**config.mk**
```make
export PLATFORM = sky130hd
export DESIGN_NAME = ssr_status_readout
export DESIGN_NICKNAME = d
export VERILOG_FILES = /design/src/rtl/ssr_pkg.sv /design/src/rtl/ssr_sync.sv /design/src/rtl/ssr_status_readout.sv
export SDC_FILE = /design/constraint.sdc
export NUM_CORES = 1
export LEC_CHECK = 0
export ABC_AREA = 0
export BUFFER_PORTS_ARGS = -buffer_cell sky130_fd_sc_hd__buf_2
export CORE_MARGIN = 1
export CORE_UTILIZATION = 60
export CTS_BUF_LIST = sky130_fd_sc_hd__clkbuf_8
export DETAILED_ROUTE_END_ITERATION = 16
export MAX_ROUTING_LAYER = met4
export PLACE_DENSITY = 0.82
export SYNTH_ARGS = -nofsm -noshare
export SYNTH_HDL_FRONTEND = slang
export SYNTH_SLANG_ARGS = --single-unit
```
**constraint.sdc**
```tcl
create_clock -name mclk -period 2.43 [get_ports mclk]
set_input_delay 0.1215 -clock mclk [delete_from_list [all_inputs] [get_ports mclk]]
set_output_delay 0.1215 -clock mclk [all_outputs]
set_load 0.02 [all_outputs]
```
**src/rtl/ssr_pkg.sv**
```systemverilog
// Shared constants of the serial status read-back block: selection codes,
// word layout, write-word field positions and reset values.
// Assumes a 16-bit serial frame from a host that drives the serial clock.
package ssr_pkg;

  // ------------------------------------------------------------------
  // Frame geometry
  // ------------------------------------------------------------------
  localparam int unsigned FRAME_BITS = 16;       // Bits in one frame
  localparam logic [4:0] FRAME_CNT_FULL = 5'h10; // Count at a complete frame
  localparam logic [4:0] FRAME_CNT_MAX = 5'h1F;  // Counter saturates here

  // ------------------------------------------------------------------
  // Selection codes (also the code field of each returned word)
  // ------------------------------------------------------------------
  localparam logic [3:0] SEL_DEFAULT = 4'h0;     // Maps onto the quick word
  localparam logic [3:0] SEL_QUICK = 4'h1;
  localparam logic [3:0] SEL_CH1 = 4'h2;
  localparam logic [3:0] SEL_CH2 = 4'h3;
  localparam logic [3:0] SEL_CH3 = 4'h4;
  localparam logic [3:0] SEL_CH4 = 4'h5;
  localparam logic [3:0] SEL_DEVICE = 4'h7;
  localparam logic [3:0] SEL_LIVE_IO = 4'h8;
  localparam logic [3:0] SEL_PART_ID = 4'h9;

  // ------------------------------------------------------------------
  // Incoming word layout (first initialization register)
  // ------------------------------------------------------------------
  localparam logic [3:0] INIT1_ADDR = 4'h0;      // Write address in bits 15..12
  localparam int unsigned WR_ADDR_LSB = 12;
  localparam int unsigned WR_SEL_LSB = 0;        // so_address_select 3..0
  localparam int unsigned WR_HOLD_BIT = 4;       // so_address_hold
  localparam int unsigned WR_FB_LSB = 5;         // feedback_select 7..5

  // ------------------------------------------------------------------
  // Outgoing word layout
  // ------------------------------------------------------------------
  localparam int unsigned CODE_LSB = 12;         // Selection code 15..12
  localparam int unsigned FAIL_BIT = 11;         // fail_mode_ind
  localparam int unsigned OC_NONE_W = 3;         // Width of overcurrent_code
  localparam logic [2:0] OC_NONE = 3'h0;

  // ------------------------------------------------------------------
  // Reset values
  // ------------------------------------------------------------------
  localparam logic [3:0] SEL_RESET = SEL_DEFAULT;
  localparam logic HOLD_RESET = 1'b0;
  localparam logic [2:0] FB_RESET = 3'h0;
  localparam logic RCF_RESET = 1'b1;             // Registers were just cleared

endpackage : ssr_pkg

```
**src/rtl/ssr_sync.sv**
```systemverilog
// Two-stage synchroniser for a group of asynchronous pins.
// Assumes each bit is an independent level; no bus coherence is promised.
module ssr_sync #(
  parameter int unsigned W = 1,              // Number of bits
  parameter logic [W-1:0] INIT = '0          // Value held under reset
) (
  input wire logic mclk,
  input wire logic rstn,
  input wire logic [W-1:0] async_in,
  output logic [W-1:0] sync_out
);

  // ------------------------------------------------------------------
  // State
  // ------------------------------------------------------------------
  typedef struct packed {
    logic [W-1:0] meta;                      // First stage, read only by second
    logic [W-1:0] stable;                    // Second stage, safe to use
  } ssr_sync_type;

  ssr_sync_type s_q;
  ssr_sync_type s_d;

  // Next state: plain shift through both stages
  always_comb begin
    s_d = s_q;
    s_d.meta = async_in;
    s_d.stable = s_q.meta;
  end

  // Registers
  always_ff @(posedge mclk or negedge rstn) begin
    if (!rstn) begin
      s_q <= {INIT, INIT};
    end else begin
      s_q <= s_d;
    end
  end

  assign sync_out = s_q.stable;

endmodule : ssr_sync

```
**src/rtl/ssr_status_readout.sv**
```systemverilog
// Serial status read-back of a four-channel high-side switch.
// Assumes: serial pins come straight from the host and are resynchronised here;
// fault events and mode levels come from on-chip logic on mclk.
module ssr_status_readout
  import ssr_pkg::*;
#(
  parameter logic [7:0] PART_ID = 8'h5A     // Arbitrary value, not a real part code
) (
  input wire logic mclk,
  input wire logic rstn,
  input wire logic sclk,                     // Serial clock pin
  input wire logic csb_n,                    // Chip select pin, low in frame
  input wire logic si,                       // Serial data in
  output logic so,                           // Serial data out
  output logic so_oe,                        // Serial out driven while selected
  input wire logic fail_mode,                // Device is in fail mode
  input wire logic sleep_mode,               // Device is in sleep mode
  input wire logic [3:0] ots_evt,            // Overtemp shutdown per channel
  input wire logic [3:0] otw_evt,            // Overtemp warning per channel
  input wire logic [3:0] oc_evt,             // Overcurrent event per channel
  input wire logic [11:0] oc_code_in,        // Three bits per channel
  input wire logic [3:0] olon_evt,           // Open load while on
  input wire logic [3:0] oloff_evt,          // Open load while off
  input wire logic uv_evt,                   // Undervoltage
  input wire logic ov_evt,                   // Overvoltage
  input wire logic pump_evt,                 // Charge pump fault
  input wire logic clk_fail_evt,             // Clock fail
  input wire logic test_mode_evt,            // Test mode entered
  input wire logic serial_fail_evt,          // Serial fail from watchdog logic
  input wire logic limp_pin,                 // Deglitched limp-home input
  input wire logic [3:0] input_pins,         // Deglitched control inputs
  input wire logic [3:0] toggle_pins,        // Input toggle signals
  input wire logic [3:0] out_cmp_pins,       // Output comparators at half battery
  output logic sense_feedback_en,            // Analog feedback enabled
  output logic [2:0] sense_feedback_sel      // Analog feedback source
);

  // ------------------------------------------------------------------
  // Pin synchronisation
  // ------------------------------------------------------------------
  logic [2:0] link_s;                        // {csb_n, sclk, si} resynchronised
  logic [12:0] live_s;                       // {limp, inputs, toggles, comparators}

  ssr_sync #(.W(3), .INIT(3'h4)) u_link_sync (
    .mclk(mclk),
    .rstn(rstn),
    .async_in({csb_n, sclk, si}),
    .sync_out(link_s)
  );

  ssr_sync #(.W(13), .INIT(13'h0000)) u_live_sync (
    .mclk(mclk),
    .rstn(rstn),
    .async_in({limp_pin, input_pins, toggle_pins, out_cmp_pins}),
    .sync_out(live_s)
  );

  logic csb_s;
  logic sclk_s;
  logic si_s;
  assign csb_s = link_s[2];
  assign sclk_s = link_s[1];
  assign si_s = link_s[0];

  // ------------------------------------------------------------------
  // State
  // ------------------------------------------------------------------
  typedef struct packed {
    logic csb_p;                             // Previous chip select
    logic sclk_p;                            // Previous serial clock
    logic [15:0] tx;                         // Outgoing shift register
    logic [15:0] rx;                         // Incoming shift register
    logic [4:0] cnt;                         // Rising edges in this frame
    logic [3:0] sel;                         // so_address_select in force
    logic hold;                              // so_address_hold
    logic [3:0] word_sel;                    // Selection loaded this frame
    logic [3:0] ots;
    logic [3:0] otw;
    logic [11:0] oc;                         // overcurrent_code per channel
    logic [3:0] olon;
    logic [3:0] oloff;
    logic test_mode_flag;
    logic ovf;
    logic undervoltage_flag;
    logic serial_fail_flag;
    logic pump_fault;
    logic clock_fail_flag;
    logic regs_cleared_flag;
    logic so;
    logic so_oe;
    logic fb_en;
    logic [2:0] fb_sel;                      // feedback_select as written
    logic [2:0] fb_out;                      // Source handed to the multiplexer
  } ssr_state_type;

  ssr_state_type s_q;
  ssr_state_type s_d;

  // ------------------------------------------------------------------
  // Link edges and frame decode
  // ------------------------------------------------------------------
  logic sclk_rise;
  logic sclk_fall;
  logic sof;                                 // Frame start
  logic eof;                                 // Frame end
  logic good_frame;                          // Frame end with exactly 16 bits
  logic wr_init;                             // Good frame writing init register
  assign sclk_rise = sclk_s & ~s_q.sclk_p & ~csb_s;
  assign sclk_fall = ~sclk_s & s_q.sclk_p & ~csb_s;
  assign sof = ~csb_s & s_q.csb_p;
  assign eof = csb_s & ~s_q.csb_p;
  assign good_frame = eof && (s_q.cnt == FRAME_CNT_FULL);
  assign wr_init = good_frame && (s_q.rx[WR_ADDR_LSB +: 4] == INIT1_ADDR);

  // ------------------------------------------------------------------
  // Summaries and per-channel words
  // ------------------------------------------------------------------
  logic [3:0] qsf;                           // channel_quick_flag
  logic [3:0] ch_ovl;                        // Per-channel overload term
  logic [15:0] ch_word [4];                  // Channel status words
  logic device_fault_summary;
  logic overload_summary;
  logic openload_summary;
  logic [3:0] common;                        // Bits 11..8 of latched words

  for (genvar i = 0; i < 4; i++) begin : g_ch
    // Quick flag: any overcurrent code, thermal or open-load latch
    assign qsf[i] = (s_q.oc[3*i +: 3] != OC_NONE) | s_q.otw[i] | s_q.ots[i] |
                    s_q.olon[i] | s_q.oloff[i];
    assign ch_ovl[i] = (s_q.oc[3*i +: 3] != OC_NONE) | s_q.ots[i];
    // Code, common bits, reserved, OTS, OTW, OC code, OLON, OLOFF
    assign ch_word[i] = {4'(SEL_CH1 + 4'(i)), common, 1'b0, s_q.ots[i], s_q.otw[i],
                         s_q.oc[3*i +: 3], s_q.olon[i], s_q.oloff[i]};
  end

  // Summaries are pure functions of the latches, so they fall on their own
  // once every latch behind them has been read away.
  assign device_fault_summary = s_q.regs_cleared_flag | s_q.undervoltage_flag | s_q.ovf | s_q.pump_fault | s_q.clock_fail_flag | s_q.test_mode_flag;
  assign overload_summary = |ch_ovl;
  assign openload_summary = |(s_q.olon | s_q.oloff);
  assign common = {fail_mode, device_fault_summary, overload_summary, openload_summary};

  // ------------------------------------------------------------------
  // Outgoing word multiplexer
  // ------------------------------------------------------------------
  logic [15:0] word;
  logic [7:0] id_bits;
  assign id_bits = s_q.undervoltage_flag ? 8'h00 : PART_ID;

  // Unlisted codes fall back to the quick word so the host never sees junk
  always_comb begin
    unique case (s_q.sel)
      SEL_CH1: word = ch_word[0];
      SEL_CH2: word = ch_word[1];
      SEL_CH3: word = ch_word[2];
      SEL_CH4: word = ch_word[3];
      SEL_DEVICE: begin
        word = {SEL_DEVICE, common, 3'h0, s_q.test_mode_flag, s_q.ovf, s_q.undervoltage_flag, s_q.serial_fail_flag,
                live_s[12]};
      end
      SEL_LIVE_IO: begin
        // Comparator bits pass through even in undervoltage; host must ignore them
        word = {SEL_LIVE_IO, fail_mode, 1'b0, |live_s[7:4], live_s[11:8], 1'b0,
                live_s[3:0]};
      end
      SEL_PART_ID: word = {SEL_PART_ID, 4'h0, id_bits};
      default: begin
        word = {SEL_QUICK, common, s_q.pump_fault, s_q.regs_cleared_flag, s_q.clock_fail_flag, 1'b0, qsf};
      end
    endcase
  end

  // ------------------------------------------------------------------
  // Next-state logic
  // ------------------------------------------------------------------
  always_comb begin
    logic clr_dev;
    logic [3:0] clr_ch;
    clr_dev = good_frame && (s_q.word_sel == SEL_DEVICE);
    for (int k = 0; k < 4; k++) begin
      clr_ch[k] = good_frame && (s_q.word_sel == 4'(SEL_CH1 + 4'(k)));
    end
    s_d = s_q;
    s_d.csb_p = csb_s;
    s_d.sclk_p = sclk_s;

    // Frame start: load the word chosen by the previous frame, MSB first
    if (sof) begin
      s_d.tx = {word[14:0], 1'b0};
      s_d.so = word[15];
      s_d.word_sel = s_q.sel;
      s_d.cnt = 5'h00;
      s_d.so_oe = 1'b1;
    end else if (sclk_fall) begin
      // Output moves on the falling edge so the host samples on the rising one
      s_d.so = s_q.tx[15];
      s_d.tx = {s_q.tx[14:0], 1'b0};
    end
    // Input sampled on the rising edge, counter stops at its ceiling
    if (sclk_rise) begin
      s_d.rx = {s_q.rx[14:0], si_s};
      if (s_q.cnt != FRAME_CNT_MAX) begin
        s_d.cnt = 5'(s_q.cnt + 5'h01);
      end
    end

    // Frame end: release the pin, then decide the next selection
    if (eof) begin
      s_d.so_oe = 1'b0;
      if (wr_init) begin
        s_d.sel = s_q.rx[WR_SEL_LSB +: 4];
        s_d.hold = s_q.rx[WR_HOLD_BIT];
        s_d.fb_sel = s_q.rx[WR_FB_LSB +: 3];
      end else if (good_frame && !s_q.hold) begin
        s_d.sel = SEL_DEFAULT;
      end
    end

    // Channel latches: a new event beats the read that would clear it
    for (int k = 0; k < 4; k++) begin
      s_d.ots[k] = (s_q.ots[k] & ~clr_ch[k]) | ots_evt[k];
      s_d.otw[k] = (s_q.otw[k] & ~clr_ch[k]) | otw_evt[k];
      s_d.olon[k] = (s_q.olon[k] & ~clr_ch[k]) | olon_evt[k];
      s_d.oloff[k] = (s_q.oloff[k] & ~clr_ch[k]) | oloff_evt[k];
      if (oc_evt[k]) begin
        s_d.oc[3*k +: 3] = oc_code_in[3*k +: 3];
      end else if (clr_ch[k]) begin
        s_d.oc[3*k +: 3] = OC_NONE;
      end
    end

    // Device latches, cleared by reading the device word
    s_d.undervoltage_flag = (s_q.undervoltage_flag & ~clr_dev) | uv_evt;
    s_d.ovf = (s_q.ovf & ~clr_dev) | ov_evt;
    s_d.test_mode_flag = (s_q.test_mode_flag & ~clr_dev) | test_mode_evt;
    s_d.pump_fault = (s_q.pump_fault & ~clr_dev) | pump_evt;
    s_d.clock_fail_flag = (s_q.clock_fail_flag & ~clr_dev) | clk_fail_evt;
    s_d.regs_cleared_flag = s_q.regs_cleared_flag & ~clr_dev;
    // A frame of the wrong length is itself a serial fault
    s_d.serial_fail_flag = (s_q.serial_fail_flag & ~clr_dev) | serial_fail_evt | (eof && !good_frame);

    // Analog feedback only in normal mode
    s_d.fb_en = ~fail_mode & ~sleep_mode;
    s_d.fb_out = s_q.fb_sel;
  end

  // ------------------------------------------------------------------
  // Registers
  // ------------------------------------------------------------------
  always_ff @(posedge mclk or negedge rstn) begin
    if (!rstn) begin
      s_q <= '0;
      s_q.csb_p <= 1'b1;
      s_q.sel <= SEL_RESET;
      s_q.hold <= HOLD_RESET;
      s_q.fb_sel <= FB_RESET;
      s_q.fb_out <= FB_RESET;
      s_q.regs_cleared_flag <= RCF_RESET;
    end else begin
      s_q <= s_d;
    end
  end

  assign so = s_q.so;
  assign so_oe = s_q.so_oe;
  assign sense_feedback_en = s_q.fb_en;
  assign sense_feedback_sel = s_q.fb_out;
endmodule : ssr_status_readout

```
Yosys cells after proc, flatten, opt, wreduce, memory -nomap -nowiden
Cells that the tools add are included.
- flip-flop bits (word level): 124
- word-level logic and storage cells: 186
- $add $sub $neg: 1
- eq/ne operators: 14
- muxes and demuxes: 21
- bitwise logic cells: 90
- reductions and logical operators: 28
- operators with widths (cell ; number):
    $pmux W16 S7 ; 1
    $or A1 B1 Y1 ; 48
    $mux W16 ; 2
    $and A1 B1 Y1 ; 30
    $eq A4 B3 Y1 const B ; 6
    $mux W3 ; 8
    $eq A4 B2 Y1 const B ; 4
    $mux W5 ; 3
    $reduce_bool A2 Y1 ; 7
    $reduce_bool A3 Y1 ; 4
    $reduce_or A4 Y1 ; 3
    $not A1 Y1 ; 11
    $logic_and A1 B1 Y1 ; 9
    $eq A4 B4 Y1 const B ; 2
    $mux W4 ; 2
    $mux W7 ; 1
    $add A5 B1 Y5 const B ; 1
    $eq A5 B5 Y1 const B ; 1
    $ne A5 B5 Y1 const B ; 1
    $logic_not A4 Y1 ; 1
    $mux W1 ; 4
    $or A4 B4 Y4 ; 1
    $reduce_and A2 Y1 ; 2
    $logic_not A1 Y1 ; 2

Logic depth before layout (Yosys ltp)
- word-level depth: 8
- gate-level depth with buffers: 8

Cells and area by module
A second synthesis with hierarchy kept.
- cell total of the unflattened synthesis: 423
- area total of the unflattened synthesis: 5058.6 um^2
- modules (own cells, without submodules) (module ; instances ; cells each ; area an instance (um^2) ; seq. area each (um^2)):
    ssr_status_readout ; 1 ; 391 ; 4255.3 ; 2279.7
    ssr_sync (u_live_sync) ; 1 ; 26 ; 650.6 ; 650.6
    ssr_sync (u_link_sync) ; 1 ; 6 ; 152.6 ; 152.6

Worst setup path after synthesis
No wires, ideal clock.
- path type: reg2reg
- from: reg s_q[53] in the netlist's numbering
- to: reg s_q, in the netlist ch_word[48]
- library setup time: 118 ps
- arrival time: 1708 ps
- data required time: 2312 ps
- path slack: 604 ps
- stages on the path, launching flop included: 8
- buffers on the path: 1
- period minus slack after synthesis: 1826 ps
- path through: dfrtp_1 inv_1 ha_1 and4bb_2 nand2_1 or4_1 buf_2 a21o_1
- RTL lines (item ; line ; source):
    start: declaration ; ssr_status_readout.sv:96 ; ssr_state_type s_q;

Worst setup path in the final report
- from: reg s_q[53] in the netlist's numbering
- to: reg s_q, in the netlist ch_word[3]
- cells in the longest elaborated chain, start to end: 4
- RTL lines (item ; line ; source):
    $eq A5 B5 Y1 ; ssr_status_readout.sv:112 ; assign good_frame = eof && (s_q.cnt == FRAME_CNT_FULL);
    $logic_and A1 B1 Y1 ; ssr_status_readout.sv:112 ;
    $logic_and A1 B1 Y1 ; ssr_status_readout.sv:181 ; clr_ch[k] = good_frame && (s_q.word_sel == 4'(SEL_CH1 + 4'(k)));
    $reduce_bool A2 Y1 (no line) ; n/a ;
Every way passes these cells.
A chain may end at the register's enable or synchronous reset.

==> impl_results.md <==
- Maximum resistive drop on vdd: 669 uV
- Synthesis-stage register bit count: 123
- Max frequency: 0.427 GHz
- Worst stage delay on the critical path: 0.57 ns
- Top-Level Pins: 64
- Reg2Reg Setup Slack: 0.09 ns
- MaxCap Viol Count: 0
- Layout cell share with drive strength beyond 1: 25.5%
- Complex-gate fraction of the synthesized area: 14.9%
- Largest family of logic cells by synthesized area: compound AO/OA/AOI/OAI gates
- Post-synthesis async set-or-reset flop share: 100%
- Synth Area in Adders: 1.21%
- Num CTS Buffers: 17
- Critical Path AT: 2.65 ns
- Status: finished clean
- Final WL: 13100 um
- Endpoints failing setup: 0
- Worst clock skew: 0.0148 ns
- Register area: 3080 sq um
- Die Y: 94.7 um
- DRC: 0
- Post-Synth Simple-Gate Area: 12.8%
- Root Buffer: clkbuf_8
- Synthesis Warnings: 0
- DR vias/cell: 5.91
- DP HPWL: 8020 um
- IO buf count: 63
- RR Endpoint: ch_word[3]
- Worst R2R Start: s_q[53]
- Delay-heaviest family, CP: buffers and inverters
- Worst Path Required: 2.74 ns
- Pre-Repair DR Iteration Count: 5
- Final Max Tran Viols: 0
- Htree depth: 4
- Yosys cell types: 55
- Synth Cell Area: 5150 sq um
- Setup TNS: 0 ns
- CP endpoint kind: flip-flop
- Number of flops mapped to enable cells by yosys: 0
- Largest net degree at the start of global routing: 55
- First-pass GRT wire length: 20900 um
- Most used flip-flop cell after synthesis: dfrtp_1
- Nets@finish: 654
- Worst slew pin tran: 0.562 ns
- Hold Violations, Final: 0
- Clock transition at path regs: 0.08 ns
- Routed len/inst: 18.4 um
- CTS sink count: 123
- Pre-CTS WS: 0.351 ns
- RD Place Congestion: 0.907
- CP max stage cell: dlygate4sd3_1
- Post-route clock period utilization: 96.5%
- Footprint of the multi-input gates: 1930 sq um
- Mapped Cells: 442
- CP bufs+invs: 3
- Worst-Skew Late Latency: 0.44 ns
- Worst path cell trace: inv_1, ha_1, and4bb_2, and3_4, nand3b_1, buf_4, nand2_1, o21ai_0, dlygate4sd3_1
- Vias in the first global route: 4282
- CTS tree: done
- Worst Hold Class: in -> async
- Mean post-synth cell area: 11.7 sq um
- Relative slew slack: 62.2%
- Unrepaired setup endpoints after global routing: false
- Mapped Nets: 505
- Die area: 8960 sq um
- CTS max path bufs: 2
- Setup ws final: 0.0855 ns
- Crit. Startpoint: s_q[53]
- CP Launch Type: flip-flop
- Power per cell area: 644 nW/um^2
- Mux cell area share after synthesis: 8.06%
- Reg2reg path depth: 9
- Chip width: 94.7 um
- Crit path max fanout: 6
- Rows: 33
- GRT Util Overall: 33.2%
- XOR/XNOR Fraction of Synth Area: 0.170%
- Fillcell total: 479
- Lkg Pwr: 2.92 nW
- ANT nets after route: 0
- Core Box Area: 8260 sq um
- Area Overhead vs Synth: 30.9%
- DRT iter0 DRCs: 328
- Global route total overflow: 0
- Min Tclk post-route: 2.34 ns
- Via count: 4196
- Effective utilization at floorplan: 62.4%
- Critical path class: reg -> reg
- Antenna violations before repair: 1
- Seq/Total Area, Yosys: 59.8%
[power breakdown]
| part | leakage, nW | internal, mW | switching (mW) |
|---|---|---|---|
| Sequential | 1.43 | 2.20 | 0.101 |
| Combinational | 1.31 | 0.244 | 0.180 |
| Clock | 0.179 | 0.765 | 0.858 |
| Total | 2.92 | 3.21 | 1.14 |
[state kept, by name, summed over array words and instances, names as in the netlist]
register              cells
so                        1
sense_feedback_sel        3
s_q                      54
u_link_sync.s_d           3
sense_feedback_en         1
u_live_sync.s_d          13
u_live_sync.sync_out     13
s_d                       3
ch_word                  28
u_link_sync.sync_out      3
so_oe                     1
[through the flow]
step / instance area [sq um] / std cells / hold slack, ns / utilization [%] / power, mW
floorplan: 5150 / 442 / -0.174 / - / 2.48
global placement: 5610 / 600 / 0.118 / 67.9 / 2.62
detailed placement: 5610 / 600 / 0.121 / 67.9 / 2.65
CTS: 6710 / 706 / 0.194 / 81.2 / 4.35
global route: 6750 / 710 / 0.227 / 81.7 / 4.53
finish: 6750 / 710 / 0.198 / 81.7 / 4.35
[cell type report]
| class | count | share of cell area (%) |
|---|---|---|
| Tap cell | 105 | 1.95 |
| Timing Repair Buffer | 154 | 17.8 |
| Multi-Input combinational cell | 285 | 28.6 |
| Clock buffer | 19 | 3.88 |
| Sequential cell | 123 | 45.7 |
| Inverter | 10 | 0.556 |
| Clock inverter | 13 | 1.45 |
| Antenna cell | 1 | 0.0371 |
[layout by cell type, fill, tap and decap left out, drive strengths merged, types with 6 or more instances in the layout]
cell type,instances
a211oi,7
mux2,28
nand2,42
a31oi,9
a21o,21
mux2i,10
buf,80
dfrtp,119
clkbuf,19
inv,15
nor2,19
nor3,10
dlygate4sd3,74
a21oi,17
o21ai,25
nand4,6
nor4,6
nand2b,8
nor2b,12
[how the worst max path moves through the flow]
stage / to / slack [ns] / cells past startpoint
finish: ch_word[3] / 0.09 / 9
global route: ch_word[3] / 0.003 / 9
CTS: ch_word[4] / 0.07 / 8
detailed placement: ch_word[51] / 0.35 / 7
global placement: ch_word[49] / 0.44 / 6
floorplan: ch_word[48] / 0.60 / 7
[layer usage]
metal | GRT usage (%) | wire length, um
met5 | - | 0
met4 | 17.2 | 618
met3 | 9.90 | 892
met2 | 52.1 | 6460
met1 | 38.8 | 5090
[logic make-up (layout without fill, tap and decap cells)]
kind of cell               count (synthesis)  after routing
muxes                                     38             38
AOI/OAI and AO/OA                        114            114
adders and majority gates                  5              5
buffers and inverters                     34            196
DFF                                      123            123
other                                      0              1
and+or+nand+nor                          127            127
xor gates and xnor gates                   1              1
[cell usage after synthesis (2+ instances only)]
cell | number | share of area, %
nand4_1 | 6 | 0.73
nand3_1 | 5 | 0.49
a211oi_1 | 7 | 1.0
a31o_2 | 3 | 0.51
mux2i_1 | 10 | 1.9
nand2_1 | 42 | 3.1
dfstp_2 | 4 | 2.0
nor3_1 | 10 | 0.97
o2bb2ai_1 | 2 | 0.34
a32oi_1 | 3 | 0.51
o31ai_1 | 2 | 0.29
a21o_1 | 21 | 3.1
nor2b_1 | 12 | 1.5
mux2_2 | 28 | 6.1
nor2_1 | 18 | 1.3
nor4_1 | 6 | 0.73
a22o_1 | 4 | 0.68
o21a_1 | 2 | 0.29
a21oi_1 | 17 | 1.7
o21ai_0 | 25 | 2.4
and3_1 | 2 | 0.24
nand3b_1 | 2 | 0.29
clkbuf_1 | 12 | 0.87
inv_1 | 10 | 0.73
a22oi_1 | 3 | 0.44
a31oi_1 | 9 | 1.1
buf_2 | 6 | 0.58
nor3b_1 | 3 | 0.44
or4_1 | 4 | 0.58
nand2b_1 | 8 | 0.97
dfrtp_1 | 119 | 58
o22ai_1 | 5 | 0.61
or3_1 | 2 | 0.24
buf_4 | 5 | 0.73
ha_1 | 5 | 1.2
[what timing repair did]
item	CTS	global route
endpoints found under the setup margin	0	5
hold buffers	74	0
hold endpoints to repair	86	0
resized for setup	0	3
setup buffers	0	3
(Power assumes the default switching activity.)
